File: src/verilog/spcm_pkg.sv
// constants and types shared by the spi client and multi-host select block
`default_nettype none
package spcm_pkg;
	localparam int SPCM_DATA_W = 8;
	localparam int SPCM_CNT_W = 3;
	localparam logic [SPCM_DATA_W-1:0] SPCM_DATA_RST = 8'h00;
	localparam logic [SPCM_CNT_W-1:0] SPCM_CNT_LAST = 3'h7;
	localparam logic [SPCM_CNT_W-1:0] SPCM_CNT_RST = 3'h0;
	localparam logic [1:0] SPCM_SYNC_RST = 2'h3;
	// register offsets
	localparam logic [2:0] SPCM_A_CTRL = 3'h0;
	localparam logic [2:0] SPCM_A_FLAGS = 3'h1;
	localparam logic [2:0] SPCM_A_DATA = 3'h2;
	localparam logic [2:0] SPCM_A_PIN = 3'h3;
	// control register fields
	localparam int SPCM_C_HOST = 0;
	localparam int SPCM_C_IGN = 1;
	localparam int SPCM_C_BUF = 2;
	localparam int SPCM_C_PRE = 3;
	localparam int SPCM_C_ORD = 4;
	localparam int SPCM_C_CPHA = 5;
	localparam int SPCM_C_CPOL = 6;
	localparam int SPCM_C_EN = 7;
	// flag register fields, write one to clear except the read-only empty flag
	localparam int SPCM_F_DONE = 0;
	localparam int SPCM_F_COL = 1;
	localparam int SPCM_F_DRE = 2;
	localparam int SPCM_F_RXC = 3;
	localparam int SPCM_F_TXC = 4;
	// pin register fields
	localparam int SPCM_P_SSOUT = 0;
	localparam int SPCM_P_MISOOUT = 1;
	localparam logic [7:0] SPCM_FLAGS_RST = 8'h04;
	typedef enum logic [1:0] {
		SPCM_IDLE = 2'b00,
		SPCM_SHIFT = 2'b01,
		SPCM_HOLD = 2'b10
	} spcm_state_t;
endpackage
`default_nettype wire

File: src/verilog/spcm_sync.sv
// two-flop synchroniser with edge outputs taken from the second and third stages
`default_nettype none
module spcm_sync #(
	parameter logic RST_VAL = 1'b1
) (
	input wire logic clk_sys, // system clock
	input wire logic resetn, // async reset, active low
	input wire logic d_in, // asynchronous pin
	output logic q_out, // synchronised level
	output logic rise, // one-cycle rising edge
	output logic fall // one-cycle falling edge
);
	logic s1_q;
	logic s2_q;
	logic s3_q;
	// s1 feeds s2 only; edges compare s2 and s3
	always_ff @(posedge clk_sys or negedge resetn) begin
		if (!resetn) begin
			s1_q <= RST_VAL;
			s2_q <= RST_VAL;
			s3_q <= RST_VAL;
		end else begin
			s1_q <= d_in;
			s2_q <= s1_q;
			s3_q <= s2_q;
		end
	end
	assign q_out = s2_q;
	assign rise = s2_q & ~s3_q;
	assign fall = ~s2_q & s3_q;
endmodule
`default_nettype wire

File: src/verilog/spcm_top.sv
// spi client with buffered modes and multi-host select handling
//
// The implementer's own choices: the register addresses and strobed register access.
`default_nettype none
module spcm_top (
	input wire logic clk_sys, // 20 MHz system clock
	input wire logic resetn, // async reset, active low
	input wire logic [2:0] reg_addr, // register address
	input wire logic [7:0] reg_wdata, // write data
	input wire logic reg_wr, // write strobe
	input wire logic reg_rd, // read strobe
	output logic [7:0] reg_rdata, // read data, cycle after strobe
	input wire logic sck_in, // serial clock pin
	input wire logic ss_n_in, // client select pin, active low
	input wire logic mosi_in, // host out client in
	output logic miso_out, // client out level
	output logic miso_oe // miso drive enable
);
	import spcm_pkg::*;

	logic [7:0] ctrl_q;
	logic [7:0] pin_q;
	logic done_q, col_q, dre_q, rxc_q, txc_q;
	logic [SPCM_DATA_W-1:0] shift_q, txbuf_q, rxdata_q;
	logic [SPCM_CNT_W-1:0] cnt_q;
	spcm_state_t state_q;
	logic pre_pend_q, dre_rise_q, rxc_rise_q, byte_end_q;
	logic empty_end_q, filled_q;
	logic miso_q;
	logic [7:0] rdata_q;
	logic sck_s, sck_r, sck_f, ss_s, ss_r, ss_f, mosi_s;

	// pins are asynchronous, all pass two flops
	// sck resets to its idle-low level, else a false edge follows reset
	spcm_sync #(.RST_VAL(1'b0)) u_sck (.clk_sys(clk_sys), .resetn(resetn), .d_in(sck_in),
		.q_out(sck_s), .rise(sck_r), .fall(sck_f));
	spcm_sync #(.RST_VAL(1'b1)) u_ss (.clk_sys(clk_sys), .resetn(resetn), .d_in(ss_n_in),
		.q_out(ss_s), .rise(ss_r), .fall(ss_f));
	spcm_sync #(.RST_VAL(1'b0)) u_mosi (.clk_sys(clk_sys), .resetn(resetn), .d_in(mosi_in),
		.q_out(mosi_s), .rise(), .fall());

	logic en, host, ign, bufm, pre, lsbf, cpha, cpol, ss_is_out;
	assign en = ctrl_q[SPCM_C_EN];
	assign host = ctrl_q[SPCM_C_HOST];
	assign ign = ctrl_q[SPCM_C_IGN];
	assign bufm = ctrl_q[SPCM_C_BUF];
	assign pre = ctrl_q[SPCM_C_PRE];
	assign lsbf = ctrl_q[SPCM_C_ORD];
	assign cpha = ctrl_q[SPCM_C_CPHA];
	assign cpol = ctrl_q[SPCM_C_CPOL];
	assign ss_is_out = pin_q[SPCM_P_SSOUT];

	logic client, selected, wr_data, wr_ctrl, wr_flags;
	// client mode ignores port direction of ss, mosi, sck
	assign client = en & ~host;
	assign selected = client & ~ss_s;
	assign wr_data = reg_wr & (reg_addr == SPCM_A_DATA);
	assign wr_ctrl = reg_wr & (reg_addr == SPCM_A_CTRL);
	assign wr_flags = reg_wr & (reg_addr == SPCM_A_FLAGS);

	// host yields only if select is an honoured input and low
	logic host_lost;
	assign host_lost = en & host & ~ign & ~ss_is_out & ~ss_s;

	// leading edge is rise when idle-low, fall when idle-high
	logic lead, trail, sample, launch;
	assign lead = cpol ? sck_f : sck_r;
	assign trail = cpol ? sck_r : sck_f;
	assign sample = cpha ? trail : lead;
	assign launch = cpha ? lead : trail;

	logic busy, last_bit, byte_done;
	assign busy = (state_q != SPCM_IDLE);
	assign last_bit = (cnt_q == SPCM_CNT_LAST);
	assign byte_done = selected & sample & last_bit & ~ss_r;

	// next outgoing bit per bit order
	function automatic logic out_bit(input logic [SPCM_DATA_W-1:0] v, input logic lsb);
		out_bit = lsb ? v[0] : v[SPCM_DATA_W-1];
	endfunction

	function automatic logic [SPCM_DATA_W-1:0] shift_in(input logic [SPCM_DATA_W-1:0] v,
		input logic lsb, input logic b);
		shift_in = lsb ? {b, v[SPCM_DATA_W-1:1]} : {v[SPCM_DATA_W-2:0], b};
	endfunction

	// unbuffered writes that hit a running transfer collide
	logic col_hit, buf_wr_ok;
	assign col_hit = wr_data & client & ~bufm & busy;
	assign buf_wr_ok = wr_data & bufm & dre_q & ~(pre_pend_q);

	// control and pin direction registers
	always_ff @(posedge clk_sys or negedge resetn) begin
		if (!resetn) begin
			ctrl_q <= '0;
			pin_q <= '0;
		end else begin
			if (wr_ctrl) begin
				ctrl_q <= reg_wdata;
			end else if (host_lost) begin
				ctrl_q[SPCM_C_HOST] <= 1'b0;
			end
			if (reg_wr & (reg_addr == SPCM_A_PIN)) begin
				pin_q <= reg_wdata;
			end
		end
	end

	// client sequencer; deselect resets state and bit count mid-byte
	always_ff @(posedge clk_sys or negedge resetn) begin
		if (!resetn) begin
			state_q <= SPCM_IDLE;
			cnt_q <= SPCM_CNT_RST;
		end else if (!selected || ss_r) begin
			state_q <= SPCM_IDLE;
			cnt_q <= SPCM_CNT_RST;
		end else if (sample) begin
			if (last_bit) begin
				state_q <= SPCM_HOLD;
				cnt_q <= SPCM_CNT_RST;
			end else begin
				state_q <= SPCM_SHIFT;
				cnt_q <= cnt_q + 3'h1;
			end
		end else if (state_q == SPCM_HOLD && launch) begin
			state_q <= SPCM_IDLE;
		end
	end

	// shift register, transmit buffer and receive data
	always_ff @(posedge clk_sys or negedge resetn) begin
		if (!resetn) begin
			shift_q <= SPCM_DATA_RST;
			txbuf_q <= SPCM_DATA_RST;
			rxdata_q <= SPCM_DATA_RST;
			pre_pend_q <= 1'b0;
		end else begin
			pre_pend_q <= 1'b0;
			if (byte_done) begin
				rxdata_q <= shift_in(shift_q, lsbf, mosi_s);
				if (bufm && !dre_q) begin
					shift_q <= txbuf_q;
				end else begin
					shift_q <= shift_in(shift_q, lsbf, mosi_s);
				end
			end else if (selected && sample) begin
				shift_q <= shift_in(shift_q, lsbf, mosi_s);
			end else if (pre_pend_q) begin
				shift_q <= txbuf_q;
			end else if (wr_data && !bufm && !col_hit) begin
				shift_q <= reg_wdata;
			end
			if (buf_wr_ok) begin
				txbuf_q <= reg_wdata;
				pre_pend_q <= pre & ss_s & client & ~busy & ~filled_q;
			end
		end
	end

	// flag set wins over software clear
	logic dre_set;
	assign dre_set = (byte_done & bufm & ~dre_q) | pre_pend_q;

	// byte-end pipeline that spaces the buffered flags one cycle apart
	always_ff @(posedge clk_sys or negedge resetn) begin
		if (!resetn) begin
			dre_rise_q <= 1'b0;
			rxc_rise_q <= 1'b0;
			byte_end_q <= 1'b0;
		end else begin
			byte_end_q <= byte_done & bufm;
			dre_rise_q <= dre_set | (byte_done & bufm & dre_q);
			rxc_rise_q <= dre_rise_q & ~pre_pend_q & byte_end_q;
		end
	end

	// byte ended with nothing to reload: shifter and buffer both sent
	always_ff @(posedge clk_sys or negedge resetn) begin
		if (!resetn) begin
			empty_end_q <= 1'b0;
		end else if (byte_done) begin
			empty_end_q <= bufm & dre_q;
		end
	end

	// prefill taken once per drained shifter, later writes stay buffered
	always_ff @(posedge clk_sys or negedge resetn) begin
		if (!resetn) begin
			filled_q <= 1'b0;
		end else if (!bufm || (byte_done && dre_q)) begin
			filled_q <= 1'b0;
		end else if (pre_pend_q) begin
			filled_q <= 1'b1;
		end
	end

	// transfer-done, unbuffered bytes and lost host role
	always_ff @(posedge clk_sys or negedge resetn) begin
		if (!resetn) begin
			done_q <= 1'b0;
		end else if ((byte_done & ~bufm) | host_lost) begin
			done_q <= 1'b1;
		end else if (wr_flags && reg_wdata[SPCM_F_DONE]) begin
			done_q <= 1'b0;
		end
	end

	// write collision
	always_ff @(posedge clk_sys or negedge resetn) begin
		if (!resetn) begin
			col_q <= 1'b0;
		end else if (col_hit) begin
			col_q <= 1'b1;
		end else if (wr_flags && reg_wdata[SPCM_F_COL]) begin
			col_q <= 1'b0;
		end
	end

	// buffer empty, read only
	always_ff @(posedge clk_sys or negedge resetn) begin
		if (!resetn) begin
			dre_q <= SPCM_FLAGS_RST[SPCM_F_DRE];
		end else if (dre_set) begin
			dre_q <= 1'b1;
		end else if (buf_wr_ok) begin
			dre_q <= 1'b0;
		end
	end

	// receive complete, one cycle behind the empty flag
	always_ff @(posedge clk_sys or negedge resetn) begin
		if (!resetn) begin
			rxc_q <= 1'b0;
		end else if (dre_rise_q && byte_end_q) begin
			rxc_q <= 1'b1;
		end else if (wr_flags && reg_wdata[SPCM_F_RXC]) begin
			rxc_q <= 1'b0;
		end
	end

	// transfer complete; the hold state after the last bit must not block it
	always_ff @(posedge clk_sys or negedge resetn) begin
		if (!resetn) begin
			txc_q <= 1'b0;
		end else if (rxc_rise_q && dre_q && empty_end_q) begin
			txc_q <= 1'b1;
		end else if (wr_flags && reg_wdata[SPCM_F_TXC]) begin
			txc_q <= 1'b0;
		end
	end

	// miso launches first bit at select, then on launch edges
	always_ff @(posedge clk_sys or negedge resetn) begin
		if (!resetn) begin
			miso_q <= 1'b0;
		end else if (!selected || ss_f || (launch && state_q != SPCM_IDLE) || pre_pend_q) begin
			miso_q <= out_bit(shift_q, lsbf);
		end
	end
	assign miso_out = miso_q;
	assign miso_oe = selected & pin_q[SPCM_P_MISOOUT];

	// read mux, data one cycle after strobe
	always_ff @(posedge clk_sys or negedge resetn) begin
		if (!resetn) begin
			rdata_q <= 8'h00;
		end else if (reg_rd) begin
			unique case (reg_addr)
				SPCM_A_CTRL: rdata_q <= ctrl_q;
				SPCM_A_FLAGS: rdata_q <= {3'h0, txc_q, rxc_q, dre_q, col_q, done_q};
				SPCM_A_DATA: rdata_q <= rxdata_q;
				SPCM_A_PIN: rdata_q <= pin_q;
				default: rdata_q <= 8'h00;
			endcase
		end else begin
			rdata_q <= 8'h00;
		end
	end
	assign reg_rdata = rdata_q;

	a_host_loss: assert property (@(posedge clk_sys) disable iff (!resetn)
		host_lost && !wr_ctrl |=> !host && done_q) else $error("host role not lost");
	a_ignore_sel: assert property (@(posedge clk_sys) disable iff (!resetn)
		en && host && (ign || ss_is_out) && !wr_ctrl |=> host) else $error("host dropped");
	a_outpin_sel: assert property (@(posedge clk_sys) disable iff (!resetn)
		en && host && !ign && ss_is_out && !ss_s && !wr_ctrl |=> host)
		else $error("output select acted");
	a_idle_desel: assert property (@(posedge clk_sys) disable iff (!resetn)
		ss_s |=> state_q == SPCM_IDLE && cnt_q == SPCM_CNT_RST) else $error("not idle");
	a_col_keep: assert property (@(posedge clk_sys) disable iff (!resetn)
		col_hit && !(selected && sample) |=> col_q && $stable(shift_q)) else $error("col");
	a_full_drop: assert property (@(posedge clk_sys) disable iff (!resetn)
		wr_data && bufm && !dre_q |=> $stable(txbuf_q)) else $error("full buffer written");
	a_dre_clear: assert property (@(posedge clk_sys) disable iff (!resetn)
		buf_wr_ok && !dre_set |=> !dre_q) else $error("empty flag kept");
	a_rxc_after: assert property (@(posedge clk_sys) disable iff (!resetn)
		$rose(rxc_q) |-> $past(dre_rise_q)) else $error("rxc timing");
	a_miso_oe: assert property (@(posedge clk_sys) disable iff (!resetn)
		miso_oe |-> !ss_s && pin_q[SPCM_P_MISOOUT]) else $error("miso drive");
	a_done_set: assert property (@(posedge clk_sys) disable iff (!resetn)
		byte_done && !bufm |=> done_q) else $error("done flag missing");
	a_dummy_load: assert property (@(posedge clk_sys) disable iff (!resetn)
		byte_done && bufm && !dre_q |=> shift_q == $past(txbuf_q) && dre_q)
		else $error("buffer not moved");
	a_prefill_copy: assert property (@(posedge clk_sys) disable iff (!resetn)
		pre_pend_q && !selected |=> shift_q == $past(txbuf_q) && dre_q)
		else $error("prefill not copied");
	a_txc_after: assert property (@(posedge clk_sys) disable iff (!resetn)
		$rose(txc_q) |-> $past(rxc_q)) else $error("txc timing");
	c_byte: cover property (@(posedge clk_sys) disable iff (!resetn) byte_done);
	c_col: cover property (@(posedge clk_sys) disable iff (!resetn) col_hit);
	c_lost: cover property (@(posedge clk_sys) disable iff (!resetn) host_lost);
	c_rxc: cover property (@(posedge clk_sys) disable iff (!resetn) $rose(rxc_q));
	c_prefill: cover property (@(posedge clk_sys) disable iff (!resetn) pre_pend_q);
endmodule
`default_nettype wire
File: config.mk
export PLATFORM = sky130hd
export DESIGN_NAME = spcm_top
export DESIGN_NICKNAME = d
export VERILOG_FILES = /design/src/verilog/spcm_pkg.sv /design/src/verilog/spcm_sync.sv /design/src/verilog/spcm_top.sv
export SDC_FILE = /design/constraint.sdc
export NUM_CORES = 1
export LEC_CHECK = 0
export BUFFER_PORTS_ARGS = -buffer_cell sky130_fd_sc_hd__buf_2
export CORE_MARGIN = 2
export CORE_UTILIZATION = 58
export CTS_BUF_LIST = sky130_fd_sc_hd__clkbuf_8
export DETAILED_ROUTE_END_ITERATION = 8
export PLACE_DENSITY = 0.82
export SYNTH_ARGS = -nofsm -noshare
export SYNTH_HDL_FRONTEND = slang
export SYNTH_HIERARCHICAL = 1
export SYNTH_SLANG_ARGS = --single-unit
File: constraint.sdc
create_clock -name clk_sys -period 2.55 [get_ports clk_sys]
set_clock_uncertainty 0.05 [all_clocks]
set_input_delay 0.51 -clock clk_sys [delete_from_list [all_inputs] [get_ports clk_sys]]
set_output_delay 0.51 -clock clk_sys [all_outputs]
set_load 0.02 [all_outputs]
# Word-level counts from Yosys, hierarchy flattened
# Cells that the tools add are included.
# word_totals
register_bits	73
# op_classes
addsub	1
bitwise_logic	51
n_eq_ne	5
mux	35
n_reduce_logical	35
# op_table
op	n
8-bit two-way mux	7
1-bit AND	35
8-bit one-hot mux with 4 select lines	1
1-bit two-way mux	20
2-bit nonzero test	9
1-bit logical AND	14
1-bit NOT	13
3-bit two-way mux	3
2-bit two-way mux	4
3-bit by 2-bit == test with 1-bit output (second input constant)	2
1-bit logical OR	5
1-bit zero test	4
4-bit nonzero test	1
3-bit by 1-bit adder with 3-bit output (second input constant)	1
3-bit by 1-bit == test with 1-bit output (second input constant)	1
3-bit == test (second input constant)	1
3-bit zero test	1
1-bit OR	3
3-bit nonzero test	1
2-bit == test (second input constant)	1

# Depth between registers and ports, before layout
# Gate-level depths: netlist (run 1).
# depth
word_depth	11
mapped_depth	7
mapped_depth_nobuf	6

# Cells and area by module
# Netlist (run 1), hierarchy kept.
# by_module_without_submodules
module	seq_area_each_um2	cells_per_inst	n_inst	area_per_inst_um2
spcm_top	1627.8	256	1	3223.1
spcm_sync at u_mosi ...	75.1	5	2	90.1
spcm_sync at u_ss	78.8	5	1	93.8

# Least setup slack after synthesis (run 1)
# OpenSTA, ideal clock, no wires.
# synth_timing
path_type	register -> register
from	reg ctrl_q[6]
to	reg shift_q[0]
setup_slack_ns	0.507
path_stages_with_launch	5
required_ns	2.375
synth_period_minus_slack_ns	2.043
arrival_ns	1.868
cell_sequence	dfrtp_1 > xnor2_2 > mux2_4 > a221oi_4 > mux2_2
# synth_via
elab_chain_len	6
word_cells_on_any_way	10
classes_between	5 x mux; 3 x bitwise; 2 x reduce/logical
# synth_lines
item	line	text
start: declaration	spcm_top.sv:21	logic [7:0] ctrl_q;
start signal: assignment	spcm_top.sv:99	ctrl_q <= reg_wdata;
1-bit two-way mux (on tied branches)	spcm_top.sv:67, spcm_top.sv:68	
1-bit two-way mux *	spcm_top.sv:69	assign sample = cpha ? trail : lead;
1-bit AND (3 in a row)	spcm_top.sv:75	assign byte_done = selected & sample & last_bit & ~ss_r;
4-bit nonzero test (no line) / 8-bit two-way mux (equally long branches)	-	
end signal: assignment	spcm_top.sv:142	shift_q <= txbuf_q;
end signal: assignment	spcm_top.sv:144	shift_q <= shift_in(shift_q, lsbf, mosi_s);
end signal: assignment	spcm_top.sv:147	shift_q <= shift_in(shift_q, lsbf, mosi_s);
end: declaration	spcm_top.sv:24	logic [SPCM_DATA_W-1:0] shift_q, txbuf_q, rxdata_q;
# Every way passes the cells marked *; elsewhere a longest branch is shown, timed or not.
# A chain may end at the register's enable or synchronous reset.

# Worst setup path after layout (run 1)
# layout_timing
from	reg ctrl_q[0]
to	reg rxdata_q[0]
# layout_via
elab_chain_len	6
# layout_lines
item	line	text
1-bit NOT	spcm_top.sv:55	assign client = en & ~host;
1-bit AND	spcm_top.sv:55	
1-bit AND	spcm_top.sv:56	assign selected = client & ~ss_s;
1-bit AND (3 in a row)	spcm_top.sv:75	
end signal: assignment	spcm_top.sv:140	rxdata_q <= shift_in(shift_q, lsbf, mosi_s);
end: declaration	spcm_top.sv:24	
# No other way between the ends.

==> impl_table.tex, run 1 <==
\begin{tabular}{lr}
\hline
Metric & Value \\
\hline
\multicolumn{2}{l}{\textbf{Floorplan}} \\
\quad Count of boundary I/O pins & 28 \\
\quad Width of the die & 81.2 µm \\
\quad Initial core utilization & 0.591 \\
\quad Core Area & 5850 µm² \\
\quad Std-Cell Rows & 28 \\
\quad Die ar. & 6590 µm² \\
\quad Vert. Die Dim & 81.2 µm \\
\multicolumn{2}{l}{\textbf{Power}} \\
\quad Int Power & 0.00210 W \\
\quad NetSw & 0.000932 W \\
\quad Clock group share of total power & 0.262 \\
\quad Sequential Power Share & 0.513 \\
\quad Leakage & 1.85 nW \\
\quad Power per cell area & 779 nW/µm² \\
\quad Maximum vdd drop & 0.479 mV \\
\quad Logic pwr share & 0.225 \\
\quad Switching Share & 0.307 \\
\quad Pwr Total & 0.00303 W \\
\multicolumn{2}{l}{\textbf{Place}} \\
\quad HPWL after DPL & 5.10 mm \\
\quad RD Place Congestion & 0.827 \\
\quad PortBufs & 27 \\
\multicolumn{2}{l}{\textbf{Critical path}} \\
\quad Crit end category & flip-flop \\
\quad CP Launch Type & flip-flop \\
\quad Critical setup path kind & reg -> reg \\
\quad Slowest CP cell & or3\_1 \\
\quad Arrival @ worst endpoint & 2.32 ns \\
\quad Required time reported for the critical path endpoint & 2.74 ns \\
\quad Delay of the slowest critical-path stage & 0.46 ns \\
\quad Maximum fanout count along the critical path & 11 \\
\quad Cell-by-cell listing of the critical path & nand2b\_1 -> or3\_1 -> nor3b\_2 -> buf\_4 -> mux2\_2 \\
\multicolumn{2}{l}{\textbf{Clocking}} \\
\quad CTS-repair resized insts & 0 \\
\quad Largest buffer count on any clock path & 2 \\
\quad Cts bufs inserted & 9 \\
\quad Number of sinks on the clock net & 73 \\
\quad Number of buffers added to fix hold violations after cts & 0 \\
\quad Buffer cell driving the clock tree root & clkbuf\_8 \\
\quad Clock transition at path regs & 0.08 ns \\
\quad Clock latency on the worst-skew pair & 0.35 ns \\
\quad Clock tree from TritonCTS & yes \\
\quad Number of setup buffers added after CTS & 0 \\
\quad Deepest level of the CTS H-tree & 3 \\
\multicolumn{2}{l}{\textbf{Detailed routing}} \\
\quad Via count & 2244 \\
\quad Routed Antenna Nets & 0 \\
\quad Iteration count of the initial detailed-routing pass & 4 \\
\quad Per-cell via count in the routed design & 5.83 \\
\quad Routed WL per cell & 18.5 µm \\
\quad Total Wirelength & 7.11 mm \\
\quad 1st-iter DRT viols & 146 \\
\quad DRC errors left & 0 \\
\multicolumn{2}{l}{\textbf{Cells and area}} \\
\quad Register cell area after layout & 1830 µm² \\
\quad Fillers & 437 \\
\quad Area taken by multi-input logic gates & 1570 µm² \\
\quad Layout Area Growth over Synthesis & 12.7\% \\
\quad Total number of nets in the final design & 325 \\
\quad Total inserted antenna cells & 0 \\
\quad Core utilization of the finished layout & 0.666 \\
\quad Proportion of layout cells with a drive suffix above 1 & 0.377 \\
\multicolumn{2}{l}{\textbf{Timing}} \\
\quad Part of the cycle the worst path needs & 0.837 \\
\quad Setup repair after global routing missed its margin & false \\
\quad Hold WS & 0.144 ns \\
\quad Final critical-path required period & 2.13 ns \\
\quad Transition time at the pin with the least slew margin & 0.676 ns \\
\quad Final count of pins violating max slew & 0 \\
\quad Max Fclk & 0.468 GHz \\
\quad Max\_slew headroom & 0.549 \\
\quad Number of hold violations in the final report & 0 \\
\quad Setup violators final & 0 \\
\quad Fin Setup TNS & 0 ns \\
\multicolumn{2}{l}{\textbf{Global routing}} \\
\quad Gr ovfl total & 0 \\
\quad First-pass GRT wire length & 11.5 mm \\
\quad Antenna violations before repair & 0 \\
\quad GRT Util Overall & 0.240 \\
\quad Maximum number of pins on one net before global-route repair & 47 \\
\quad Vias in the first global route & 2252 \\
\multicolumn{2}{l}{\textbf{Yosys}} \\
\quad Yosys warning total & 6 \\
\quad Avg Synthesized Cell Area & 12.9 µm² \\
\quad Mapped Nets & 288 \\
\quad Cell Area, Synth & 3460 µm² \\
\quad Instance count of the mapped netlist & 268 \\
\multicolumn{2}{l}{\textbf{Status}} \\
\quad Run status & complete, no violations \\
\multicolumn{2}{l}{\textbf{Job}} \\
\quad Max-cap check violation count & 0 \\
\multicolumn{2}{l}{\textbf{Worst hold path}} \\
\quad Hold Path Class & in -> async \\
\hline
\end{tabular}
## worst max-delay path: cells and delay by family, from the launching register on
kind	cells	cell delay, ns
and+or+nand+nor	3	0.93
DFF	1	0.45
buffers and inverters	1	0.24
muxes	1	0.35
## power by group through the flow
stage / sequential, W / combinational, W / clock, W
global placement: 0.00157 / 0.000660 / 0
finish: 0.00156 / 0.000683 / 0.000794
floorplan: 0.00152 / 0.000506 / 0
detailed placement: 0.00157 / 0.000684 / 0
global route: 0.00158 / 0.000740 / 0.000867
CTS: 0.00155 / 0.000688 / 0.000811
## path summary, 6_finish.rpt
kind / end / cells after the start / slack (ns) / start
max in group asynchronous: dre_q / 2 / 1.59 / resetn
setup reg to reg: rxdata_q[0] / 5 / 0.42 / ctrl_q[0]
min in group clk_sys: u_ss/s1_q / 1 / 0.21 / ss_n_in
hold reg to reg: u_mosi/q_out / 0 / 0.30 / u_mosi/s1_q
setup / recovery: rxdata_q[0] / 5 / 0.42 / ctrl_q[0]
hold / removal: txbuf_q[0] / 1 / 0.14 / resetn
## cell type report
| class | instances | area share |
|---|---|---|
| Multi-Input combinational cell | 181 | 0.402 |
| Timing Repair Buffer | 37 | 0.0571 |
| Sequential cell | 73 | 0.470 |
| Clock buffer | 9 | 0.0318 |
| Tap cell | 75 | 0.0241 |
| Inverter | 3 | 0.00289 |
| Clock inverter | 7 | 0.0119 |
## registers in the layout, indices dropped and copies added (netlist names), 2 cells and up
| register | flops |
|---|---|
| pin_q | 8 |
| ctrl_q | 8 |
| reg_rdata | 8 |
| shift_q | 8 |
| state_q | 2 |
| txbuf_q | 8 |
| cnt_q | 3 |
| rxdata_q | 8 |
## layout by cell type (no fill, tap or decap), types with 4 or more instances in the layout
cell type and count:
nand2_1 16, dfstp_2 4, buf_2 27, buf_4 9, o22a_1 4, nor2_1 19
mux2_2 48, clkbuf_8 9, o21ai_0 4, a21oi_1 4, dfrtp_1 69, nand2b_1 5
mux2i_1 38, a31oi_1 4
## metal layers
metal | track usage | wire, µm
met1 | 0.327 | 3260
met2 | 0.384 | 3520
met3 | 0.0389 | 230
met4 | 0.100 | 109
met5 | 0 | 0
## metrics by stage
step	std cells	worst slack, ns	instance area [µm²]
after detailed placement	369	0.375	3730
after global placement	369	0.446	3730
after global routing	385	0.277	3900
final	385	0.415	3900
after floorplan	268	0.507	3460
after CTS	385	0.410	3900
Power figures use the tool's default switching activity.
==> run 2, diff against run 1 <==
CORE_UTILIZATION = 56   (was 58)
clock period = 1.9 ns   (was 2.55 ns; I/O delays follow)
==> run 2 against run 1 <==
The run now ends with setup timing left; sequential power up 35%; final cell count up 5.5%; core utilization up 4.4 points; count of clock-buffer cells in the layout up 3; die area up 3.4%; first-iteration DRC count up 36%; total power up 48%; worst setup slack worse by 0.48 ns; largest power group unchanged.
==> impl_table.tex, run 2 (synthesis gave the netlist of run 1 again) <==
\begin{tabular}{lr}
\hline
Metric & Value \\
\hline
\multicolumn{2}{l}{\textbf{Status}} \\
\quad Run status & finished with violations \\
\quad Violations in the final reports & setup timing \\
\multicolumn{2}{l}{\textbf{Timing}} \\
\quad Transition time at the pin with the least slew margin & 0.664 ns (-0.0119 ns) \\
\quad Setup repair after global routing missed its margin & true \\
\quad Max Fclk & 0.508 GHz (+8.5\%) \\
\quad Setup violators final & 8 (+8) \\
\quad Final count of pins violating max slew & 0 (unchanged) \\
\quad Final critical-path required period & 1.97 ns (-0.168 ns) \\
\quad Part of the cycle the worst path needs & 1.04 (+0.198) \\
\quad Number of hold violations in the final report & 0 (unchanged) \\
\quad Post-route setup slack & -0.0672 ns (-0.482 ns) \\
\quad Max\_slew headroom & 0.554 (+0.00451) \\
\multicolumn{2}{l}{\textbf{Clocking}} \\
\quad Number of sinks on the clock net & 73 (unchanged) \\
\quad Cts bufs inserted & 9 (unchanged) \\
\quad Clock latency on the worst-skew pair & 0.35 ns (about the same) \\
\quad Deepest level of the CTS H-tree & 3 (unchanged) \\
\quad Largest buffer count on any clock path & 2 (unchanged) \\
\quad Clock transition at path regs & 0.08 ns (about the same) \\
\quad Buffer cell driving the clock tree root & clkbuf\_8 \\
\quad Clock tree from TritonCTS & yes \\
\multicolumn{2}{l}{\textbf{Floorplan}} \\
\quad Count of boundary I/O pins & 28 (unchanged) \\
\quad Core Area & 5960 µm² (+1.8\%) \\
\quad Initial core utilization & 0.580 (-0.0104) \\
\quad Vert. Die Dim & 82.6 µm (+1.7\%) \\
\quad Die ar. & 6820 µm² (+3.4\%) \\
\quad Std-Cell Rows & 28 (unchanged) \\
\quad Width of the die & 82.6 µm (+1.7\%) \\
\multicolumn{2}{l}{\textbf{Detailed routing}} \\
\quad Met2 wire len & 4.01 mm (+14\%) \\
\quad Routed Antenna Nets & 0 (unchanged) \\
\quad Via count & 2390 (+6.5\%) \\
\quad Routed WL per cell & 19.5 µm (+5.5\%) \\
\quad Top layer in use & met4 \\
\quad Total Wirelength & 7.92 mm (+11\%) \\
\quad DRC errors left & 0 (unchanged) \\
\quad Iteration count of the initial detailed-routing pass & 4 (unchanged) \\
\quad Total length of routed met3 wires & 454 µm (+97\%) \\
\quad Wire length the detailed router placed on met1 & 3.31 mm (+1.8\%) \\
\quad 1st-iter DRT viols & 198 (+36\%) \\
\quad Per-cell via count in the routed design & 5.89 (+1.0\%) \\
\multicolumn{2}{l}{\textbf{Power}} \\
\quad Power per cell area & 1060 nW/µm² (+36\%) \\
\quad Pwr Total & 0.00448 W (+48\%) \\
\quad Maximum vdd drop & 0.594 mV (+24\%) \\
\quad Leakage & 2.05 nW (+11\%) \\
\multicolumn{2}{l}{\textbf{Critical path}} \\
\quad CP Launch Type & flip-flop \\
\quad Critical setup path kind & reg -> reg \\
\quad Maximum fanout count along the critical path & 8 (-3) \\
\quad Required time reported for the critical path endpoint & 2.08 ns (-0.66 ns) \\
\quad Crit end category & flip-flop \\
\quad Arrival @ worst endpoint & 2.15 ns (-0.17 ns) \\
\multicolumn{2}{l}{\textbf{Global routing}} \\
\quad GRT Util Overall & 0.260 (+0.0197) \\
\quad Gr ovfl total & 0 (unchanged) \\
\quad Antenna violations before repair & 0 (unchanged) \\
\quad Vias in the first global route & 2518 (+12\%) \\
\quad First-pass GRT wire length & 12.8 mm (+12\%) \\
\quad Maximum number of pins on one net before global-route repair & 32 (-32\%) \\
\multicolumn{2}{l}{\textbf{Cells and area}} \\
\quad Total inserted antenna cells & 0 (unchanged) \\
\quad Total number of nets in the final design & 346 (+6.5\%) \\
\quad Area taken by multi-input logic gates & 1660 µm² (+5.9\%) \\
\quad Register cell area after layout & 1830 µm² (about the same) \\
\quad Cell Count, Final, Fillers Out & 406 (+5.5\%) \\
\quad Core utilization of the finished layout & 0.710 (+0.0441) \\
\quad Proportion of layout cells with a drive suffix above 1 & 0.432 (+0.0546) \\
\quad Fillers & 400 (-8.5\%) \\
\quad Layout Area Growth over Synthesis & 22.4\% \\
\quad Leading cell type in the layout, fill and taps excluded & dfrtp\_1 \\
\quad Highest-count cells in the layout ignoring fill and taps & dfrtp\_1, mux2\_2, mux2i\_1 \\
\multicolumn{2}{l}{\textbf{Job}} \\
\quad Max-cap check violation count & 0 (unchanged) \\
\multicolumn{2}{l}{\textbf{Place}} \\
\quad HPWL after DPL & 5.56 mm (+8.9\%) \\
\quad DP Worst Slack & -0.169 ns (-0.544 ns) \\
\quad PortBufs & 27 (unchanged) \\
\quad Placed Cells incl. Taps & 386 (+4.6\%) \\
\quad RD Place Congestion & 0.864 (+4.5\%) \\
\multicolumn{2}{l}{\textbf{Worst hold path}} \\
\quad Hold Path Class & in -> reg \\
\hline
\end{tabular}
## run 2: cell types whose count changed in the layout (fill, tap and decap cells not counted), moves of 2 or more
cell / before / now
clkinvlp_4: 3 / 0
clkbuf_8: 9 / 12
buf_4: 9 / 25
mux2_2: 48 / 40
clkinv_2: 3 / 1
mux2i_4: 0 / 2
mux2_4: 1 / 9
buf_12: 1 / 4
nor4bb_1: 3 / 1
inv_1: 3 / 5
## run 2: cell type report
type / instances / share of cell area
Clock buffer: 12 / 0.0390
Clock inverter: 4 / 0.0101
Inverter: 3 / 0.00266
Multi-Input combinational cell: 181 / 0.392
Sequential cell: 73 / 0.433
Tap cell: 75 / 0.0222
Timing Repair Buffer: 58 / 0.100
## run 2: worst paths after layout
kind	startpoint	cells past startpoint	end	slack, ns
min	ss_n_in	1	u_ss/s1_q	0.08
max in group asynchronous	resetn	3	u_ss/q_out	0.68
max reg2reg	ctrl_q[5]	5	shift_q[4]	-0.07
max	ctrl_q[5]	5	shift_q[4]	-0.07
min in group asynchronous	resetn	2	txbuf_q[2]	0.50
min reg2reg	u_sck/s1_q	0	u_sck/q_out	0.30
## run 2: routing by layer
layer | track usage | vias up
met4 | 0.0918 | 0
met5 | 0 | -
met2 | 0.427 | 82
met1 | 0.344 | 1215
met3 | 0.0522 | 12
li1 | - | 1081
## run 2: worst max-delay path: stages (launching register included)
cell and delay (ns):
dfrtp_1 0.42, xnor2_2 0.23, mux2_4 0.35, a221oi_4 0.31
buf_12 0.18, mux2_4 0.30
## run 2: report_power, final
group	internal (W)	leakage [nW]	switching, W
Combinational	0.000641	1.01	0.000474
Clock	0.000703	0.115	0.000558
Sequential	0.00184	0.930	0.000262
## run 2: through the flow
step           hold slack (ns)  area, µm²  TNS [ns]
3_5_place_dp             0.286       3890     -1.27
4_1_cts                 0.0776       4200    -0.300
3_3_place_gp             0.287       3890    -0.861
6_report                0.0847       4230    -0.469
2_1_floorplan           0.0344       3470     -1.08
5_1_grt                 0.0665       4230     -1.05
## run 2: what timing repair did
action	in CTS	in global routing
setup buffers	3	0
setup endpoints to repair	9	22
resized for setup	13	7
pin swaps	2	2
hold buffers	1	0
hold endpoints to repair	19	0
